## src/irqt_defs.svh

```systemverilog
// register offsets, field positions, codes and reset values
`ifndef IRQT_DEFS_SVH
`define IRQT_DEFS_SVH

// register byte offsets
`define IRQT_OFF_FLAGS      8'h00
`define IRQT_OFF_ENABLE     8'h04
`define IRQT_OFF_GLOBAL     8'h08
`define IRQT_OFF_EDGE       8'h0C
`define IRQT_OFF_PSC        8'h10
`define IRQT_OFF_TICK0      8'h14
`define IRQT_OFF_TICK1      8'h18
`define IRQT_OFF_STATUS     8'h1C

// source bit positions in flag and enable registers
`define IRQT_SRC_EXT0       0
`define IRQT_SRC_PLT0       2
`define IRQT_SRC_ADC        4
`define IRQT_SRC_USIM       5
`define IRQT_SRC_TB0        6
`define IRQT_NUM_SRC        8
`define IRQT_NUM_CH         2

// edge select codes
`define IRQT_EDGE_OFF       2'b00
`define IRQT_EDGE_RISE      2'b01
`define IRQT_EDGE_FALL      2'b10
`define IRQT_EDGE_BOTH      2'b11

// prescaler source codes and divider
`define IRQT_PSC_SYS        2'b00
`define IRQT_PSC_DIV4       2'b01
`define IRQT_PSC_DIV4_LAST  2'h3

// tick control fields
`define IRQT_TICK_ON_BIT    7
`define IRQT_TICK_BASE      16'h0100
`define IRQT_TICK_CNT_W     15

// reset values and bus answers
`define IRQT_RST_BYTE       8'h00
`define IRQT_RESP_OKAY      2'b00
`define IRQT_RESP_SLVERR    2'b10

`endif

```

## src/irqt_pkg.sv

```systemverilog
// shared types of the interrupt source block
package irqt_pkg;
  typedef enum logic [1:0] {SER_SPI, SER_I2C, SER_UART} irqt_ser_mode_t;
  typedef logic [7:0] irqt_byte_t;
  typedef logic [2:0] irqt_vec_t;
endpackage

```

## src/irqt_edge_det.sv

```systemverilog
// external pin synchroniser and edge detector
`timescale 1ns/100ps
`include "irqt_defs.svh"
module irqt_edge_det (
  // clock and reset
  input  logic       aclk,
  input  logic       aresetn,
  input  logic       ce,
  // pin and control
  input  logic       pin_in,
  input  logic [1:0] edge_sel,
  input  logic       fn_active,
  // event
  output logic       edge_event
);
  logic sync1_q;
  logic sync2_q;
  logic prev_q;
  logic event_q;
  logic rise_w;
  logic fall_w;
  logic hit_w;

  always_ff @(posedge aclk)
  begin
    if (!aresetn)
    begin
      sync1_q <= 1'b0;
      sync2_q <= 1'b0;
      prev_q  <= 1'b0;
    end
    else if (ce)
    begin
      sync1_q <= pin_in;
      sync2_q <= sync1_q;
      prev_q  <= sync2_q;
    end
  end

  assign rise_w = sync2_q & ~prev_q;
  assign fall_w = ~sync2_q & prev_q;

  always_comb
  begin
    unique case (edge_sel)
      `IRQT_EDGE_OFF:  hit_w = 1'b0;
      `IRQT_EDGE_RISE: hit_w = rise_w;
      `IRQT_EDGE_FALL: hit_w = fall_w;
      `IRQT_EDGE_BOTH: hit_w = rise_w | fall_w;
    endcase
  end

  always_ff @(posedge aclk)
  begin
    if (!aresetn)
      event_q <= 1'b0;
    else if (ce)
      event_q <= fn_active & hit_w;
  end

  assign edge_event = event_q;

  a_edge_off_quiet: assert property (
    @(posedge aclk) disable iff (!aresetn)
    ce && edge_sel == `IRQT_EDGE_OFF |=> !edge_event)
    else $error("edge event while edge select is off");

  a_edge_rise_hit: assert property (
    @(posedge aclk) disable iff (!aresetn)
    ce && fn_active && edge_sel == `IRQT_EDGE_RISE && rise_w |=> edge_event)
    else $error("rising edge not reported");
endmodule

```

## src/irqt_tick_unit.sv

```systemverilog
// periodic tick divider with power-of-two period
`timescale 1ns/100ps
`include "irqt_defs.svh"
module irqt_tick_unit (
  // clock and reset
  input  logic       aclk,
  input  logic       aresetn,
  input  logic       ce,
  // prescaler and control
  input  logic       psc_tick,
  input  logic       unit_en,
  input  logic [2:0] period_sel,
  // overflow
  output logic       overflow
);
  logic [`IRQT_TICK_CNT_W-1:0] cnt_q;
  logic [`IRQT_TICK_CNT_W-1:0] last_w;
  logic                        ovf_q;
  logic                        term_w;

  assign last_w = `IRQT_TICK_CNT_W'((`IRQT_TICK_BASE << period_sel) - 16'h0001);
  assign term_w = (cnt_q == last_w);

  always_ff @(posedge aclk)
  begin
    if (!aresetn)
    begin
      cnt_q <= '0;
      ovf_q <= 1'b0;
    end
    else if (ce)
    begin
      if (!unit_en)
      begin
        cnt_q <= '0;
        ovf_q <= 1'b0;
      end
      else
      begin
        ovf_q <= psc_tick & term_w;
        if (psc_tick)
          cnt_q <= term_w ? '0 : cnt_q + 1'b1;
      end
    end
  end

  assign overflow = ovf_q;

  a_tick_stop: assert property (
    @(posedge aclk) disable iff (!aresetn)
    ce && !unit_en |=> cnt_q == '0 && !overflow)
    else $error("tick counter runs while disabled");

  a_tick_wrap: assert property (
    @(posedge aclk) disable iff (!aresetn)
    ce && unit_en && psc_tick && cnt_q == last_w |=> overflow && cnt_q == '0)
    else $error("tick counter missed its overflow");
endmodule

```

## src/irqt_top.sv

```systemverilog
// interrupt sources, request flags, vector request and tick units
//
// What this block does
// - external pin flag sets on the selected edge type.
// - external pin vectors only with global and pin enables set.
// - pin is an interrupt input only if enabled, selected and input.
// - vector request needs source enabled and return stack not full.
// - servicing an external pin clears its flag and global enable.
// - selected pull-up stays active while pin serves as interrupt.
// - edge select offers rising, falling, both, or disabled.
// - edge codes 00 off, 01 rise, 10 fall, 11 both; reset zero.
// - comparator flag sets on any change of comparator output.
// - servicing a comparator clears its flag and global enable.
// - conversion done flag sets when a conversion finishes.
// - servicing conversion done clears its flag and global enable.
// - each tick unit sets its flag on divider overflow.
// - servicing a tick clears its flag and global enable.
// - prescaler source 00 system, 01 system/4, 1x sub clock.
// - enabled tick overflows every 2^(8+period) prescaler clocks.
// - I2C mode sets serial flag on byte, address match, timeout; SPI mode only on spi_i2c_event[0].
// - UART mode sets serial flag on any of six UART conditions.
// - servicing serial interrupt clears its flag and global enable.
// - servicing leaves UART status flags untouched.
// - global enable low blocks vectoring; flags still recorded.
// - any flag rising wakes the device, regardless of enables.
//
// Chosen here: the register offsets and register access over AXI4-Lite.
`timescale 1ns/100ps
`include "irqt_defs.svh"
module irqt_top (
  // clock, reset, clock enable
  input  logic                    aclk,
  input  logic                    aresetn,
  input  logic                    ce,
  // axi4-lite write
  input  logic [7:0]              s_axi_awaddr,
  input  logic                    s_axi_awvalid,
  output logic                    s_axi_awready,
  input  logic [31:0]             s_axi_wdata,
  input  logic [3:0]              s_axi_wstrb,
  input  logic                    s_axi_wvalid,
  output logic                    s_axi_wready,
  output logic [1:0]              s_axi_bresp,
  output logic                    s_axi_bvalid,
  input  logic                    s_axi_bready,
  // axi4-lite read
  input  logic [7:0]              s_axi_araddr,
  input  logic                    s_axi_arvalid,
  output logic                    s_axi_arready,
  output logic [31:0]             s_axi_rdata,
  output logic [1:0]              s_axi_rresp,
  output logic                    s_axi_rvalid,
  input  logic                    s_axi_rready,
  // external interrupt pins
  input  logic [1:0]              ext_pin_in,
  input  logic [1:0]              pin_share_sel,
  input  logic [1:0]              port_dir_input,
  input  logic [1:0]              pull_up_sel,
  output logic [1:0]              pull_up_en,
  // peripheral events
  input  logic [1:0]              plt_cmp_out,
  input  logic                    conv_done,
  input  irqt_pkg::irqt_ser_mode_t serial_mode,
  input  logic [3:0]              spi_i2c_event,
  input  logic [5:0]              uart_event,
  input  logic                    sub_clk_in,
  // cpu side
  input  logic                    stack_full,
  input  logic                    vector_ack,
  input  logic                    reti_pulse,
  output logic                    irq_req,
  output irqt_pkg::irqt_vec_t     irq_vector,
  output logic                    wake_pulse
);
  // ****************************************************************
  // bus slave
  // ****************************************************************
  logic                aw_hold_q;
  logic                w_hold_q;
  logic                bvalid_q;
  logic [1:0]          bresp_q;
  logic [7:0]          awaddr_q;
  irqt_pkg::irqt_byte_t wdata_q;
  logic                wstrb0_q;
  logic                rvalid_q;
  logic [1:0]          rresp_q;
  irqt_pkg::irqt_byte_t rdata_q;
  logic                wr_commit_w;
  logic                wr_map_w;
  logic                wr_byte_w;
  irqt_pkg::irqt_byte_t rd_byte_w;
  logic                rd_map_w;

  assign s_axi_awready = ~aw_hold_q & ~bvalid_q;
  assign s_axi_wready  = ~w_hold_q & ~bvalid_q;
  assign wr_commit_w   = aw_hold_q & w_hold_q;
  assign wr_byte_w     = wr_commit_w & wstrb0_q;
  assign wr_map_w      = (awaddr_q[7:5] == 3'h0) && (awaddr_q[1:0] == 2'h0);

  always_ff @(posedge aclk)
  begin
    if (!aresetn)
    begin
      aw_hold_q <= 1'b0;
      w_hold_q  <= 1'b0;
      bvalid_q  <= 1'b0;
      bresp_q   <= `IRQT_RESP_OKAY;
      awaddr_q  <= 8'h00;
      wdata_q   <= `IRQT_RST_BYTE;
      wstrb0_q  <= 1'b0;
    end
    else if (ce)
    begin
      if (s_axi_awvalid && s_axi_awready)
      begin
        aw_hold_q <= 1'b1;
        awaddr_q  <= s_axi_awaddr;
      end
      if (s_axi_wvalid && s_axi_wready)
      begin
        w_hold_q <= 1'b1;
        wdata_q  <= s_axi_wdata[7:0];
        wstrb0_q <= s_axi_wstrb[0];
      end
      if (wr_commit_w)
      begin
        aw_hold_q <= 1'b0;
        w_hold_q  <= 1'b0;
        bvalid_q  <= 1'b1;
        bresp_q   <= wr_map_w ? `IRQT_RESP_OKAY : `IRQT_RESP_SLVERR;
      end
      else if (bvalid_q && s_axi_bready)
        bvalid_q <= 1'b0;
    end
  end

  assign s_axi_bvalid  = bvalid_q;
  assign s_axi_bresp   = bresp_q;
  assign s_axi_arready = ~rvalid_q;

  always_ff @(posedge aclk)
  begin
    if (!aresetn)
    begin
      rvalid_q <= 1'b0;
      rresp_q  <= `IRQT_RESP_OKAY;
      rdata_q  <= `IRQT_RST_BYTE;
    end
    else if (ce)
    begin
      if (s_axi_arvalid && s_axi_arready)
      begin
        rvalid_q <= 1'b1;
        rdata_q  <= rd_byte_w;
        rresp_q  <= rd_map_w ? `IRQT_RESP_OKAY : `IRQT_RESP_SLVERR;
      end
      else if (rvalid_q && s_axi_rready)
        rvalid_q <= 1'b0;
    end
  end

  assign s_axi_rvalid = rvalid_q;
  assign s_axi_rresp  = rresp_q;
  assign s_axi_rdata  = {24'h000000, rdata_q};

  // ****************************************************************
  // control registers
  // ****************************************************************
  irqt_pkg::irqt_byte_t flag_q;
  irqt_pkg::irqt_byte_t flag_d;
  irqt_pkg::irqt_byte_t en_q;
  irqt_pkg::irqt_byte_t en_d;
  logic                glob_q;
  logic                glob_d;
  logic [3:0]          edge_q;
  logic [1:0]          psc_sel_q;
  logic [1:0]          tick_on_q;
  logic [2:0]          tick_per_q [`IRQT_NUM_CH];
  logic                wr_flag_w;
  logic                wr_en_w;
  logic                wr_glob_w;

  assign wr_flag_w = wr_byte_w && awaddr_q == `IRQT_OFF_FLAGS;
  assign wr_en_w   = wr_byte_w && awaddr_q == `IRQT_OFF_ENABLE;
  assign wr_glob_w = wr_byte_w && awaddr_q == `IRQT_OFF_GLOBAL;

  always_ff @(posedge aclk)
  begin
    if (!aresetn)
    begin
      edge_q    <= 4'h0;
      psc_sel_q <= 2'h0;
      tick_on_q <= 2'h0;
      for (int i = 0; i < `IRQT_NUM_CH; i++)
        tick_per_q[i] <= 3'h0;
    end
    else if (ce && wr_byte_w)
    begin
      if (awaddr_q == `IRQT_OFF_EDGE)
        edge_q <= wdata_q[3:0];
      if (awaddr_q == `IRQT_OFF_PSC)
        psc_sel_q <= wdata_q[1:0];
      if (awaddr_q == `IRQT_OFF_TICK0)
      begin
        tick_on_q[0]  <= wdata_q[`IRQT_TICK_ON_BIT];
        tick_per_q[0] <= wdata_q[2:0];
      end
      if (awaddr_q == `IRQT_OFF_TICK1)
      begin
        tick_on_q[1]  <= wdata_q[`IRQT_TICK_ON_BIT];
        tick_per_q[1] <= wdata_q[2:0];
      end
    end
  end

  always_comb
  begin
    rd_map_w = 1'b1;
    unique case (s_axi_araddr)
      `IRQT_OFF_FLAGS:  rd_byte_w = flag_q;
      `IRQT_OFF_ENABLE: rd_byte_w = en_q;
      `IRQT_OFF_GLOBAL: rd_byte_w = {7'h00, glob_q};
      `IRQT_OFF_EDGE:   rd_byte_w = {4'h0, edge_q};
      `IRQT_OFF_PSC:    rd_byte_w = {6'h00, psc_sel_q};
      `IRQT_OFF_TICK0:  rd_byte_w = {tick_on_q[0], 4'h0, tick_per_q[0]};
      `IRQT_OFF_TICK1:  rd_byte_w = {tick_on_q[1], 4'h0, tick_per_q[1]};
      `IRQT_OFF_STATUS: rd_byte_w = {4'h0, irq_vector, irq_req};
      default:
      begin
        rd_byte_w = 8'h00;
        rd_map_w  = 1'b0;
      end
    endcase
  end

  // ****************************************************************
  // event sources
  // ****************************************************************
  irqt_pkg::irqt_byte_t ev_w;
  logic [1:0]          plt_s1_q;
  logic [1:0]          plt_s2_q;
  logic [1:0]          plt_prev_q;
  logic [1:0]          pull_q;
  logic                sub_s1_q;
  logic                sub_s2_q;
  logic                sub_prev_q;
  logic [1:0]          div4_q;
  logic                psc_tick_w;
  logic                ser_ev_w;

  genvar g;
  generate
    for (g = 0; g < `IRQT_NUM_CH; g++)
    begin : g_ch
      irqt_edge_det u_edge (
        .aclk       (aclk),
        .aresetn    (aresetn),
        .ce         (ce),
        .pin_in     (ext_pin_in[g]),
        .edge_sel   (edge_q[2*g+1:2*g]),
        .fn_active  (en_q[`IRQT_SRC_EXT0+g] & pin_share_sel[g]
                     & port_dir_input[g]),
        .edge_event (ev_w[`IRQT_SRC_EXT0+g])
      );
      irqt_tick_unit u_tick (
        .aclk       (aclk),
        .aresetn    (aresetn),
        .ce         (ce),
        .psc_tick   (psc_tick_w),
        .unit_en    (tick_on_q[g]),
        .period_sel (tick_per_q[g]),
        .overflow   (ev_w[`IRQT_SRC_TB0+g])
      );
      assign ev_w[`IRQT_SRC_PLT0+g] = plt_s2_q[g] ^ plt_prev_q[g];
    end
  endgenerate

  assign ev_w[`IRQT_SRC_ADC]  = conv_done;
  assign ev_w[`IRQT_SRC_USIM] = ser_ev_w;

  always_comb
  begin
    unique case (serial_mode)
      irqt_pkg::SER_SPI:  ser_ev_w = spi_i2c_event[0];
      irqt_pkg::SER_I2C:  ser_ev_w = |spi_i2c_event;
      irqt_pkg::SER_UART: ser_ev_w = |uart_event;
      default:            ser_ev_w = 1'b0;
    endcase
  end

  always_ff @(posedge aclk)
  begin
    if (!aresetn)
    begin
      plt_s1_q   <= 2'h0;
      plt_s2_q   <= 2'h0;
      plt_prev_q <= 2'h0;
      sub_s1_q   <= 1'b0;
      sub_s2_q   <= 1'b0;
      sub_prev_q <= 1'b0;
      div4_q     <= 2'h0;
      pull_q     <= 2'h0;
    end
    else if (ce)
    begin
      plt_s1_q   <= plt_cmp_out;
      plt_s2_q   <= plt_s1_q;
      plt_prev_q <= plt_s2_q;
      sub_s1_q   <= sub_clk_in;
      sub_s2_q   <= sub_s1_q;
      sub_prev_q <= sub_s2_q;
      div4_q     <= div4_q + 2'h1;
      pull_q     <= pull_up_sel;
    end
  end

  assign pull_up_en = pull_q;

  always_comb
  begin
    if (psc_sel_q == `IRQT_PSC_SYS)
      psc_tick_w = 1'b1;
    else if (psc_sel_q == `IRQT_PSC_DIV4)
      psc_tick_w = (div4_q == `IRQT_PSC_DIV4_LAST);
    else
      psc_tick_w = sub_s2_q & ~sub_prev_q;
  end

  // ****************************************************************
  // flags, enables and vector request
  // ****************************************************************
  irqt_pkg::irqt_byte_t svc_clr_w;
  irqt_pkg::irqt_byte_t pend_w;
  irqt_pkg::irqt_vec_t  vec_q;
  irqt_pkg::irqt_vec_t  vec_d;
  logic                req_q;
  logic                req_d;
  logic                wake_q;
  logic                svc_take_w;

  assign irq_req     = req_q & ~stack_full;
  assign irq_vector  = vec_q;
  assign wake_pulse  = wake_q;
  assign svc_take_w  = irq_req & vector_ack;
  // only this block's flag is cleared; uart status stays with the uart
  assign svc_clr_w   = svc_take_w ? 8'(8'h01 << vec_q) : 8'h00;
  assign flag_d      = ((wr_flag_w ? wdata_q : flag_q) & ~svc_clr_w)
                       | ev_w;
  assign en_d        = wr_en_w ? wdata_q : en_q;
  assign pend_w      = flag_d & en_d;

  always_comb
  begin
    glob_d = glob_q;
    if (wr_glob_w)
      glob_d = wdata_q[0];
    if (reti_pulse)
      glob_d = 1'b1;
    if (svc_take_w)
      glob_d = 1'b0;
  end

  always_comb
  begin
    vec_d = 3'h0;
    for (int i = `IRQT_NUM_SRC - 1; i >= 0; i--)
      if (pend_w[i])
        vec_d = 3'(i);
  end

  assign req_d = glob_d & (|pend_w);

  always_ff @(posedge aclk)
  begin
    if (!aresetn)
    begin
      flag_q <= `IRQT_RST_BYTE;
      en_q   <= `IRQT_RST_BYTE;
      glob_q <= 1'b0;
      req_q  <= 1'b0;
      vec_q  <= 3'h0;
      wake_q <= 1'b0;
    end
    else if (ce)
    begin
      flag_q <= flag_d;
      en_q   <= en_d;
      glob_q <= glob_d;
      req_q  <= req_d;
      vec_q  <= vec_d;
      wake_q <= |(flag_d & ~flag_q);
    end
  end

  // ****************************************************************
  // checks
  // ****************************************************************
  a_req_gated: assert property (
    @(posedge aclk) disable iff (!aresetn)
    irq_req |-> glob_q && !stack_full && (flag_q & en_q) != 8'h00
                && flag_q[vec_q] && en_q[vec_q])
    else $error("request without enabled pending source");

  a_svc_global: assert property (
    @(posedge aclk) disable iff (!aresetn)
    ce && svc_take_w |=> !glob_q && !req_q)
    else $error("global enable survived a service");

  a_svc_flag: assert property (
    @(posedge aclk) disable iff (!aresetn)
    ce && svc_take_w && !wr_flag_w && (ev_w & svc_clr_w) == 8'h00
    |=> (flag_q & $past(svc_clr_w)) == 8'h00)
    else $error("serviced flag not cleared");

  a_event_sets: assert property (
    @(posedge aclk) disable iff (!aresetn)
    ce && ev_w != 8'h00 |=> (flag_q & $past(ev_w)) == $past(ev_w))
    else $error("event did not set its flag");

  a_wake_rise: assert property (
    @(posedge aclk) disable iff (!aresetn)
    ce && (flag_d & ~flag_q) != 8'h00 |=> wake_pulse)
    else $error("flag rise gave no wake pulse");

  a_usim_uart: assert property (
    @(posedge aclk) disable iff (!aresetn)
    ce && serial_mode == irqt_pkg::SER_UART && uart_event != 6'h00
    |=> flag_q[`IRQT_SRC_USIM])
    else $error("uart condition did not set serial flag");

  a_psc_div4: assert property (
    @(posedge aclk) disable iff (!aresetn)
    ce && psc_sel_q == `IRQT_PSC_DIV4 && psc_tick_w ##1 ce
    |-> !psc_tick_w || psc_sel_q != `IRQT_PSC_DIV4)
    else $error("divide by four prescaler ticks twice in a row");

  a_pull_follow: assert property (
    @(posedge aclk) disable iff (!aresetn)
    ce |=> pull_up_en == $past(pull_up_sel))
    else $error("pull-up selection not kept");
endmodule

```

## config.mk

```make
export PLATFORM = sky130hd
export DESIGN_NAME = irqt_top
export DESIGN_NICKNAME = d
export VERILOG_FILES = /design/src/irqt_pkg.sv /design/src/irqt_edge_det.sv /design/src/irqt_tick_unit.sv /design/src/irqt_top.sv
export VERILOG_INCLUDE_DIRS = /design/src
export SDC_FILE = /design/constraint.sdc
export NUM_CORES = 1
export LEC_CHECK = 0
export BUFFER_PORTS_ARGS = -buffer_cell sky130_fd_sc_hd__buf_4
export CAP_MARGIN = 0
export CORE_MARGIN = 2
export CORE_UTILIZATION = 49
export DETAILED_ROUTE_END_ITERATION = 10
export GPL_TIMING_DRIVEN = 1
export PLACE_DENSITY_LB_ADDON = 0.15
export SLEW_MARGIN = 10
export SYNTH_ARGS = -nofsm -noshare
export SYNTH_HDL_FRONTEND = slang
export SYNTH_SLANG_ARGS = --single-unit
```

## constraint.sdc

```tcl
create_clock -name aclk -period 2.5 [get_ports aclk]
set_input_delay 0.125 -clock aclk [delete_from_list [all_inputs] [get_ports aclk]]
set_output_delay 0.125 -clock aclk [all_outputs]
set_load 0.05 [all_outputs]
```

Word-level counts from Yosys, hierarchy flattened
Memories as Yosys holds them, arrays and structs flattened.
Index checks and enable logic that the tools add are counted.
Word-level totals
  bits of input ports: 87
  word-level logic and storage cells: 209
  bits in writable memories: 6
  output and inout port bits: 48
  memories: 1
  bits in registers: 116
Cells by class
  reductions and logical operators: 41
  equality and inequality tests: 27
  muxes and demuxes: 50
  shift-type cells: 3
  bitwise gates (word level): 42
  $add $sub $neg: 5
Memory list
  tick_per_q: depth 2, width 3, read ports 2, clocked after Yosys merged registers in 0, write ports 2, RTL line irqt_top.sv:178  | logic [2:0] tick_per_q [`IRQT_NUM_CH];
Operators by type and width (number)
  $mux 15: 6
  $pmux 8 s8: 1
  $eq 8x5->1 const B: 7
  $eq 8x4->1 const B: 4
  $add 15x1->15 const B: 2
  $eq 15x15->1: 2
  $mux 3: 10
  $shl 9x3->15 const A: 2
  $sub 15x1->15 const B: 2
  $reduce_and 2->1: 14
  $mux 1: 25
  $and 8x8->8: 3
  $mux 8: 3
  $reduce_or 8->1: 3
  $and 1x1->1: 20
  $eq 8x3->1 const B: 2
  $logic_not 8->1: 2
  $not 8->8: 2
  $eq 2x2->1 const B: 6
  $logic_and 1x1->1: 10
  $logic_not 2->1: 5
  $not 1->1: 10
  $eq 2x1->1 const B: 4
  $or 8x8->8: 1
  12 further kinds: 22

Longest topological paths before layout
Gate-level depths: netlist of run 1.
  depth in word-level cells: 16
  mapped depth: 8
  depth with buffers taken out: 8

Modules after synthesis
Synthesis of run 1 repeated with hierarchy kept, for this count alone.
Second synthesis, totals
  cell total of the unflattened synthesis: 735
  area total of the unflattened synthesis: 6384.9 um2
Modules (own cells, without submodules)
  irqt_top: seq. area each 1661.6 um2, cells each 467, area each 4127.7 um2, times used 1
  irqt_tick_unit: seq. area each 320.3 um2, cells each 111, area each 908.4 um2, times used 2
  irqt_edge_det: seq. area each 80.1 um2, cells each 23, area each 220.2 um2, times used 2

Least setup slack after synthesis of run 1
No wires, ideal clock.
  path type: register to register
  start: register awaddr_q[0]
  end: register req_q
  path buffers: 0
  arrival: 2.404 ns
  setup time: 0.123 ns
  stages on the path, launching flop included: 8
  setup slack: -0.028 ns
  data required time: 2.377 ns
  clock period less this slack: 2.528 ns
  cell sequence: dfxtp_1 or4_4 nor3_4 mux2_2 a21oi_1 o22ai_2 nor4_1 o21ai_1
On the way
  cells in the longest elaborated chain, start to end: 8
  elaborated cells between the ends (all ways): 16
  classes of those cells: eq/ne: 2; mux: 5; bitwise: 4; reduce/logical: 5
RTL lines
  start: declaration: RTL line irqt_top.sv:82  | logic [7:0] awaddr_q;
  start signal: assignment: RTL line irqt_top.sv:117  | awaddr_q <= s_axi_awaddr;
  $logic_not 8->1 (no line)
  $logic_and 1x1->1 (no line)
  $mux 8: RTL line irqt_top.sv:347  | assign flag_d = ((wr_flag_w ? wdata_q : flag_q) & ~svc_clr_w)
  $and 8x8->8: RTL line irqt_top.sv:347
  $or 8x8->8: RTL line irqt_top.sv:348  | | ev_w;
  $and 8x8->8: RTL line irqt_top.sv:350  | assign pend_w = flag_d & en_d;
  $reduce_or 8->1: RTL line irqt_top.sv:371  | assign req_d = glob_d & (|pend_w);
  $and 1x1->1 *: RTL line irqt_top.sv:371
  end signal: assignment: RTL line irqt_top.sv:389  | req_q <= req_d;
  end: declaration: RTL line irqt_top.sv:336  | logic req_q;
Every way passes the cells marked *; elsewhere a longest branch is shown, timed or not.
A chain may end at the register's enable or synchronous reset.

Final worst setup path of run 1
  start: register awaddr_q[1]
  end: register vec_q[0] (netlist: irq_vector[0])
On the way
  cells in the longest elaborated chain, start to end: 14
  elaborated cells between the ends (all ways): 17
  classes of those cells: eq/ne: 1; mux: 10; bitwise: 3; reduce/logical: 3
RTL lines
  $logic_not 8->1 (no line)
  $logic_and 1x1->1 (no line)
  $mux 8: RTL line irqt_top.sv:347
  $and 8x8->8: RTL line irqt_top.sv:347
  $or 8x8->8: RTL line irqt_top.sv:348
  $and 8x8->8 *: RTL line irqt_top.sv:350
  $mux 3 (7 in a row): RTL line irqt_top.sv:367  | if (pend_w[i])
  $mux 3 *: RTL line irqt_top.sv:367
  end signal: assignment: RTL line irqt_top.sv:390  | vec_q <= vec_d;
  end: declaration: RTL line irqt_top.sv:334  | irqt_pkg::irqt_vec_t vec_q;
Marks and branches as above.

==> results of run 1 <==
## critical path, stage by stage, from the launching register on
cell	delay, ps
dfxtp_2	320
or4_4	560
nor3_4	240
buf_12	170
mux2_4	310
a21oi_4	190
nor2_1	80
a211oi_1	250
o32ai_1	120
## report_power, final
part | switching (mW) | internal, mW | leakage [nW]
clock network | 0.826 | 1.78 | 0.310
logic | 0.328 | 0.218 | 1.82
registers | 0.0493 | 1.98 | 0.988
## state kept, by name (all words and copies together) (netlist names), 3 cells and up
register and flops:
rdata_q 8, edge_q 4, flag_q 8, g_ch.u_tick.cnt_q 30, en_q 8, tick_per_q 6
awaddr_q 8, irq_vector 3, wdata_q 8
## worst max-delay path by stage
stage / start / end / slack (ps)
after floorplan: awaddr_q[0]$_SDFFE_PN0P_ / req_q$_SDFFE_PN0P_ / 20
after global placement: awaddr_q[0]$_SDFFE_PN0P_ / wake_pulse$_SDFFE_PN0P_ / 110
after detailed placement: awaddr_q[0]$_SDFFE_PN0P_ / req_q$_SDFFE_PN0P_ / 20
after CTS: awaddr_q[0]$_SDFFE_PN0P_ / req_q$_SDFFE_PN0P_ / 10
after global routing: awaddr_q[1]$_SDFFE_PN0P_ / req_q$_SDFFE_PN0P_ / -2
final: awaddr_q[1]$_SDFFE_PN0P_ / irq_vector[0]$_SDFFE_PN0P_ / 100
## cell usage after synthesis, types with 10 or more instances
master and instances:
a211oi_1 10, nor2_1 119, o21ai_0 25, buf_4 26, nor3_1 10, mux2i_1 44, mux2_2 13, a21oi_1 42
xor2_1 11, nand3_1 21, inv_1 19, and3_1 10, clkbuf_1 22, nand2_1 70, dfxtp_1 114, xnor2_1 15
## timing repair
| action | CTS | global route |
|---|---|---|
| endpoints found under the hold margin | 25 | 0 |
| setup buffers | 0 | 2 |
| hold buffers | 25 | 0 |
| setup endpoints to repair | 0 | 13 |
| gates resized for setup | 0 | 15 |
## logic make-up after synthesis
logic type	synth area share
AND/OR/NAND/NOR	0.221
buffers and inverters	0.0622
AO/OA/AOI/OAI	0.157
other	0.000607
adder cells (fa/ha/maj)	0.0142
XOR/XNOR	0.0369
flip-flops	0.399
multiplexers	0.110
## layer usage
metal  up-vias  track usage
li1       2723            -
met2       126        0.421
met3        20       0.0586
met5         -            0
met4         0       0.0873
met1      2624        0.295
## cell type report
cell class,count,area share
inverter,20,0.00945
clock inverter,10,0.0220
sequential,120,0.310
tap,172,0.0271
timing repair buffer,132,0.136
clock buffer,21,0.0567
multi-input combinational,551,0.439
==> metrics.md, run 1 <==
| Metric | Value |
|---|---|
| H-tree depth | 4 |
| Max Slew Vio Count | 0 |
| Max VDD drop | ~530 uV |
| Async set-reset flop share out of synthesis | 0 |
| Final Setup Violations | 0 |
| Max_cap viols | 0 |
| Leakage power | 3.12 nW |
| Fmax | ~420 MHz |
| # clock sinks | 120 |
| Maximum clock path buffer count | 2 |
| Clk Latency, worst-skew pair | around 420 ps |
| Final period util | 0.960 |
| Fill count | between 1,000 and 1,500 |
| Drt via density | approximately 5.4 |
| Layout Cells excl Fill | between 1,000 and 1,500 |
| Post-route cell area | 0.00795 sq mm |
| DRC | 0 |
| Worst Tran Pin Value | 654 ps |
| I/O pin total | ~140 |
| Yosys reg bits | 120 |
| Synth area leaders | dfxtp_1, nor2_1, mux2i_1, nand2_1, a21oi_1 |
| Post-layout util | 0.638 |
| Pre-antenna DRT Iters | 5 |
| Core area | around 0.012 sq mm |
| Ant diodes | 0 |
| CTS Buf Count | 17 |
| Crit path DAT | around 2700 ps |
| Die width | 116 um |
| Max Used Layer | met4 |
| Commonest non-fill, non-tap cell in the layout | nor2_1 |
| R2r setup slk | ~100 ps |
| Post-detail-place hpwl | 11,500 um |
| CP required | 2780 ps |
| Routed WL | between 15,000 and 20,000 um |
| CTS tree | done |
| Synth area leader | dfxtp_1 |
| Multi-input gate area | 0.00349 sq mm |
| Vias in the first global route | approximately 5,200 |
| Hold WS | around 26 ps |
| Die height | 116 um |
| Worst setup path class | flip-flop to flip-flop |
| Pre-CTS WS | between 20 and 25 ps |
| GP Congestion | slightly below 0.9 |
| Total GRT Usage | 0.243 |
| Vias | 5,493 |
| RR Startpoint | awaddr_q[1]$_SDFFE_PN0P_ |
| Setup Skew | 5.48 ps |
| Starting Density | 0.495 |
| Register Area | around 0.0025 sq mm |
| Placed instance area | roughly 0.0070 sq mm |
| Row cnt | 41 |
| Hold path cells | 3 |
| Reg-to-Reg End | irq_vector[0]$_SDFFE_PN0P_ |
| Met1 wire length | slightly below 7000 um |
| Synth top area share | 0.370 |
| Post-Synthesis Cells | 722 |
| Wire per inst | around 16 um |
| Die footprint | around 0.014 sq mm |
| YS warnings | 0 |
| Final TNS setup | 0 ps |
| Number of synthesized flops with an enable pin | 6 |
| Largest net degree at the start of global routing | 56 |
| Crit. End Element | flip-flop |
| Clk slew on worst S/H paths | about 50 ps |
| Layout cells sized above 1 | 0.217 |
| Seq/Total Area, Yosys | 0.399 |
| Worst hold path type | primary input to flip-flop |
| Final hold viol count | 0 |
| Avg Inst Size Synth | ~8.6 sq um |
| Netlist cell types | 73 |
| HP Start | s_axi_arvalid |
| IO Port Bufs | between 80 and 90 |
| Startpoint Class | flip-flop |
| Fin crit period | between 2000 and 2500 ps |
| First-pass GRT wire length | roughly 26,000 um |
| Final net count | ~940 |
| Initial antenna violation count | 0 |
| Area of the mapped netlist | between 0.006 and 0.007 sq mm |
| P&R area growth vs syn | 28.7% |
| CP Max Fanout | 8 |
| Status | finished clean |
| Setup slack after layout | 100 ps |
| Routed wl met2 | between 8000 and 9000 um |
| Main synth FF type | dfxtp_1 |
| Antenna Nets Post-Route | 0 |
| Starting DRT DRC Count | 347 |
| Detailed-routed wire length on met3 | 693 um |
| FF-to-FF path depth | 8 |
| Clk root buf | clkbuf_16 |
| Gr ovfl total | 0 |
| Pwr Total | about 5.2 mW |
| Commonest cells after routing, fill and taps aside | nor2_1, dfxtp_1, buf_4 |
| Slew Limit Headroom | 0.563 |
| Dpl cells | approximately 970 |
| PD cells | 651 mW/mm^2 |
| Hold Path Sink | s_axi_rresp[1]$_SDFFE_PN0P_ |
(Power assumes the default switching activity.)
==> run 2: changes to the inputs <==
--- a/config.mk
+++ b/config.mk
@@ -8,8 +8,10 @@
 export LEC_CHECK = 0
 export BUFFER_PORTS_ARGS = -buffer_cell sky130_fd_sc_hd__buf_4
 export CAP_MARGIN = 0
+export CELL_PAD_IN_SITES_DETAIL_PLACEMENT = 0
+export CELL_PAD_IN_SITES_GLOBAL_PLACEMENT = 2
 export CORE_MARGIN = 2
-export CORE_UTILIZATION = 49
+export CORE_UTILIZATION = 29
 export DETAILED_ROUTE_END_ITERATION = 10
 export GPL_TIMING_DRIVEN = 1
 export PLACE_DENSITY_LB_ADDON = 0.15
==> constraint.sdc (replaced) <==
create_clock -name aclk -period 2.5 [get_ports aclk]
set_input_delay 0 -clock aclk [delete_from_list [all_inputs] [get_ports aclk]]
set_output_delay 0 -clock aclk [all_outputs]
set_load 0.05 [all_outputs]
==> run 2 against run 1 <==
Effect of this change:
- critical path depth rose by 2
- largest power group unchanged
- register-to-register slack barely moved
- non-clock buffer count rose by 22
- sequential share of layout area fell by 1.1 points
==> metrics.md, run 2 (synthesis results as in run 1) <==
| Metric | Value |
|---|---|
| Ant diodes | 0 |
| P&R area growth vs syn | 33.4% |
| Routed WL | ~18,000 um |
| Crit path DAT | 2710 ps |
| Drt via density | 4.82 |
| Total GRT Usage | 0.168 |
| Pre-antenna DRT Iters | 4 |
| CP Max Fanout | 5 |
| Clk slew on worst S/H paths | 60 ps |
| Worst hold path type | primary input to flip-flop |
| Buf/Inv on CP | 3 |
| Leakage power | between 3 and 4 nW |
| Worst Tran Pin Value | around 670 ps |
| Antenna Nets Post-Route | 0 |
| H-tree depth | 4 |
| Dpl cells | approximately 1,100 |
| Vias | ~5,600 |
| Max VDD drop | 400 uV |
| Starting Density | 0.295 |
| Layout cells sized above 1 | 0.239 |
| Die height | 150 um |
| Die footprint | about 0.022 sq mm |
| Fin crit period | roughly 2400 ps |
| Fill count | about 2,200 |
| Starting DRT DRC Count | 259 |
| CP peak stage delay | 550 ps |
| Fmax | 416 MHz |
| Gr ovfl total | 0 |
| GP Congestion | around 0.81 |
| Slowest CP cell | or4_4 |
| CTS Buf Count | 17 |
| Vias in the first global route | approximately 5,400 |
| Crit path cell chain | or4_4 > nor3_4 > buf_12 > buf_4 > mux2_2 > a21oi_2 > buf_4 > o22a_1 > o21a_1 > a21oi_1 |
| Wire per inst | 15.9 um |
| Final hold viol count | 0 |
| Commonest cells after routing, fill and taps aside | nor2_1, buf_4, dfxtp_1 |
| Pwr Total | 5.05 mW |
| PD cells | 613 mW/mm^2 |
| Final net count | 958 |
| Reg with most FFs | g_ch.u_tick.cnt_q |
| Most Crowded Layer GR | met2 |
| Initial antenna violation count | 0 |
| DRC | 0 |
| Setup crit start | awaddr_q[1]$_SDFFE_PN0P_ |
| Slew Limit Headroom | 0.550 |
| # clock sinks | 120 |
| Worst setup path class | flip-flop to flip-flop |
| Clk root buf | clkbuf_16 |
| Row cnt | 53 |
| Status | finished clean |
| I/O pin total | 135 |
| First-pass GRT wire length | ~29,000 um |
| Core area | ~0.021 sq mm |
| HP Start | port_dir_input[0] |
| Clk Latency, worst-skew pair | 410 ps |
| Max_cap viols | 0 |
| CTS tree | done |
| Setup Skew | 7.30 ps |
| Max Slew Vio Count | 0 |
| Final period util | 0.963 |
| IO Port Bufs | 81 |
| Post-detail-place hpwl | approximately 13,000 um |
| Layout Cells excl Fill | roughly 1,200 |
| Die width | ~150 um |
| Family with the most delay on the worst path | simple AND/OR/NAND/NOR gates |
| Global routing met2 resource utilization | 0.285 |
| Crit. End Element | flip-flop |
| Maximum clock path buffer count | 2 |
| Startpoint Class | flip-flop |
| Met3 Usage GRT | 0.0378 |
| RR Startpoint | awaddr_q[1]$_SDFFE_PN0P_ |
| CP required | 2800 ps |
| Crit path top cell by count | buf_4 |
| Largest net degree at the start of global routing | 35 |
| Max reg flops | 30 |
| Final Setup Violations | 0 |
| GR Layer Usage met1 | 0.215 |
==> run 2: cell types whose count changed in the layout (fill, tap and decap cells not counted), moves of 3 or more <==
cell / before / now
clkbuf_1: 3 / 0
dlygate4sd3_1: 25 / 31
clkinvlp_4: 0 / 3
buf_4: 105 / 119
bufinv_16: 5 / 2
clkinv_4: 0 / 3
==> run 2: tightest hold or removal path: stages <==
cell     delay (ps)
buf_4           110
nand3_1          70
nor3_1           50
a21oi_1         110
nor2_1           50
==> run 2: routing by layer <==
metal	vias to the layer above	wire length [um]	part of all wire
li1	2778	-	-
met1	2668	8300	0.45
met2	92	9120	0.50
met3	14	726	0.040
met4	0	206	0.011
met5	-	0	0
==> run 2: layout make-up <==
class                      instances  area, sq um  share of cell area
clock buffer                      18          439              0.0533
multi-input combinational        551         3500               0.425
timing repair buffer             154         1270               0.154
clock inverter                    14          148              0.0179
inverter                          20         75.1             0.00911
sequential                       120         2460               0.299
tap                              275          344              0.0418
==> run 2: path summary, 6_finish.rpt <==
| check | endpoint | slack, ps | cells past startpoint |
|---|---|---|---|
| worst max-delay path | wake_pulse$_SDFFE_PN0P_ | 90 | 10 |
| worst min-delay path | g_ch[0].u_edge.edge_event$_SDFFE_PN0P_ | 10 | 5 |
| worst max register to register | wake_pulse$_SDFFE_PN0P_ | 90 | 10 |
| worst min register to register | rdata_q[6]$_SDFFE_PN0P_ | 460 | 2 |
==> run 2: stage by stage <==
stage          hold WS, ps  worst slack, ps  cell area, sq um  utilization  TNS [ps]
2_1_floorplan          136             21.8              6270            -         0
3_3_place_gp           236            -26.5              7240        0.345     -26.5
3_5_place_dp           244            -3.03              7240        0.345     -5.75
4_1_cts               4.76             4.16              8180        0.390         0
5_1_grt               42.6            -3.68              8240        0.393     -3.68
6_report              10.9             93.5              8240        0.393         0
==> run 2: repair_timing <==
item | 4_1_cts | 5_1_grt
buffers inserted | 2 | 0
hold endpoints to repair | 31 | 0
cloned | 0 | 0
resized for setup | 4 | 14
pin swaps | 1 | 5
endpoints found under the setup margin | 3 | 5
hold buffers | 31 | 0
==> run 2: report_power, final <==
part | switching (mW) | internal [mW] | leakage (nW)
combinational | 0.337 | 0.237 | 1.92
clock | 0.949 | 1.50 | 0.283
sequential | 0.0508 | 1.98 | 0.988
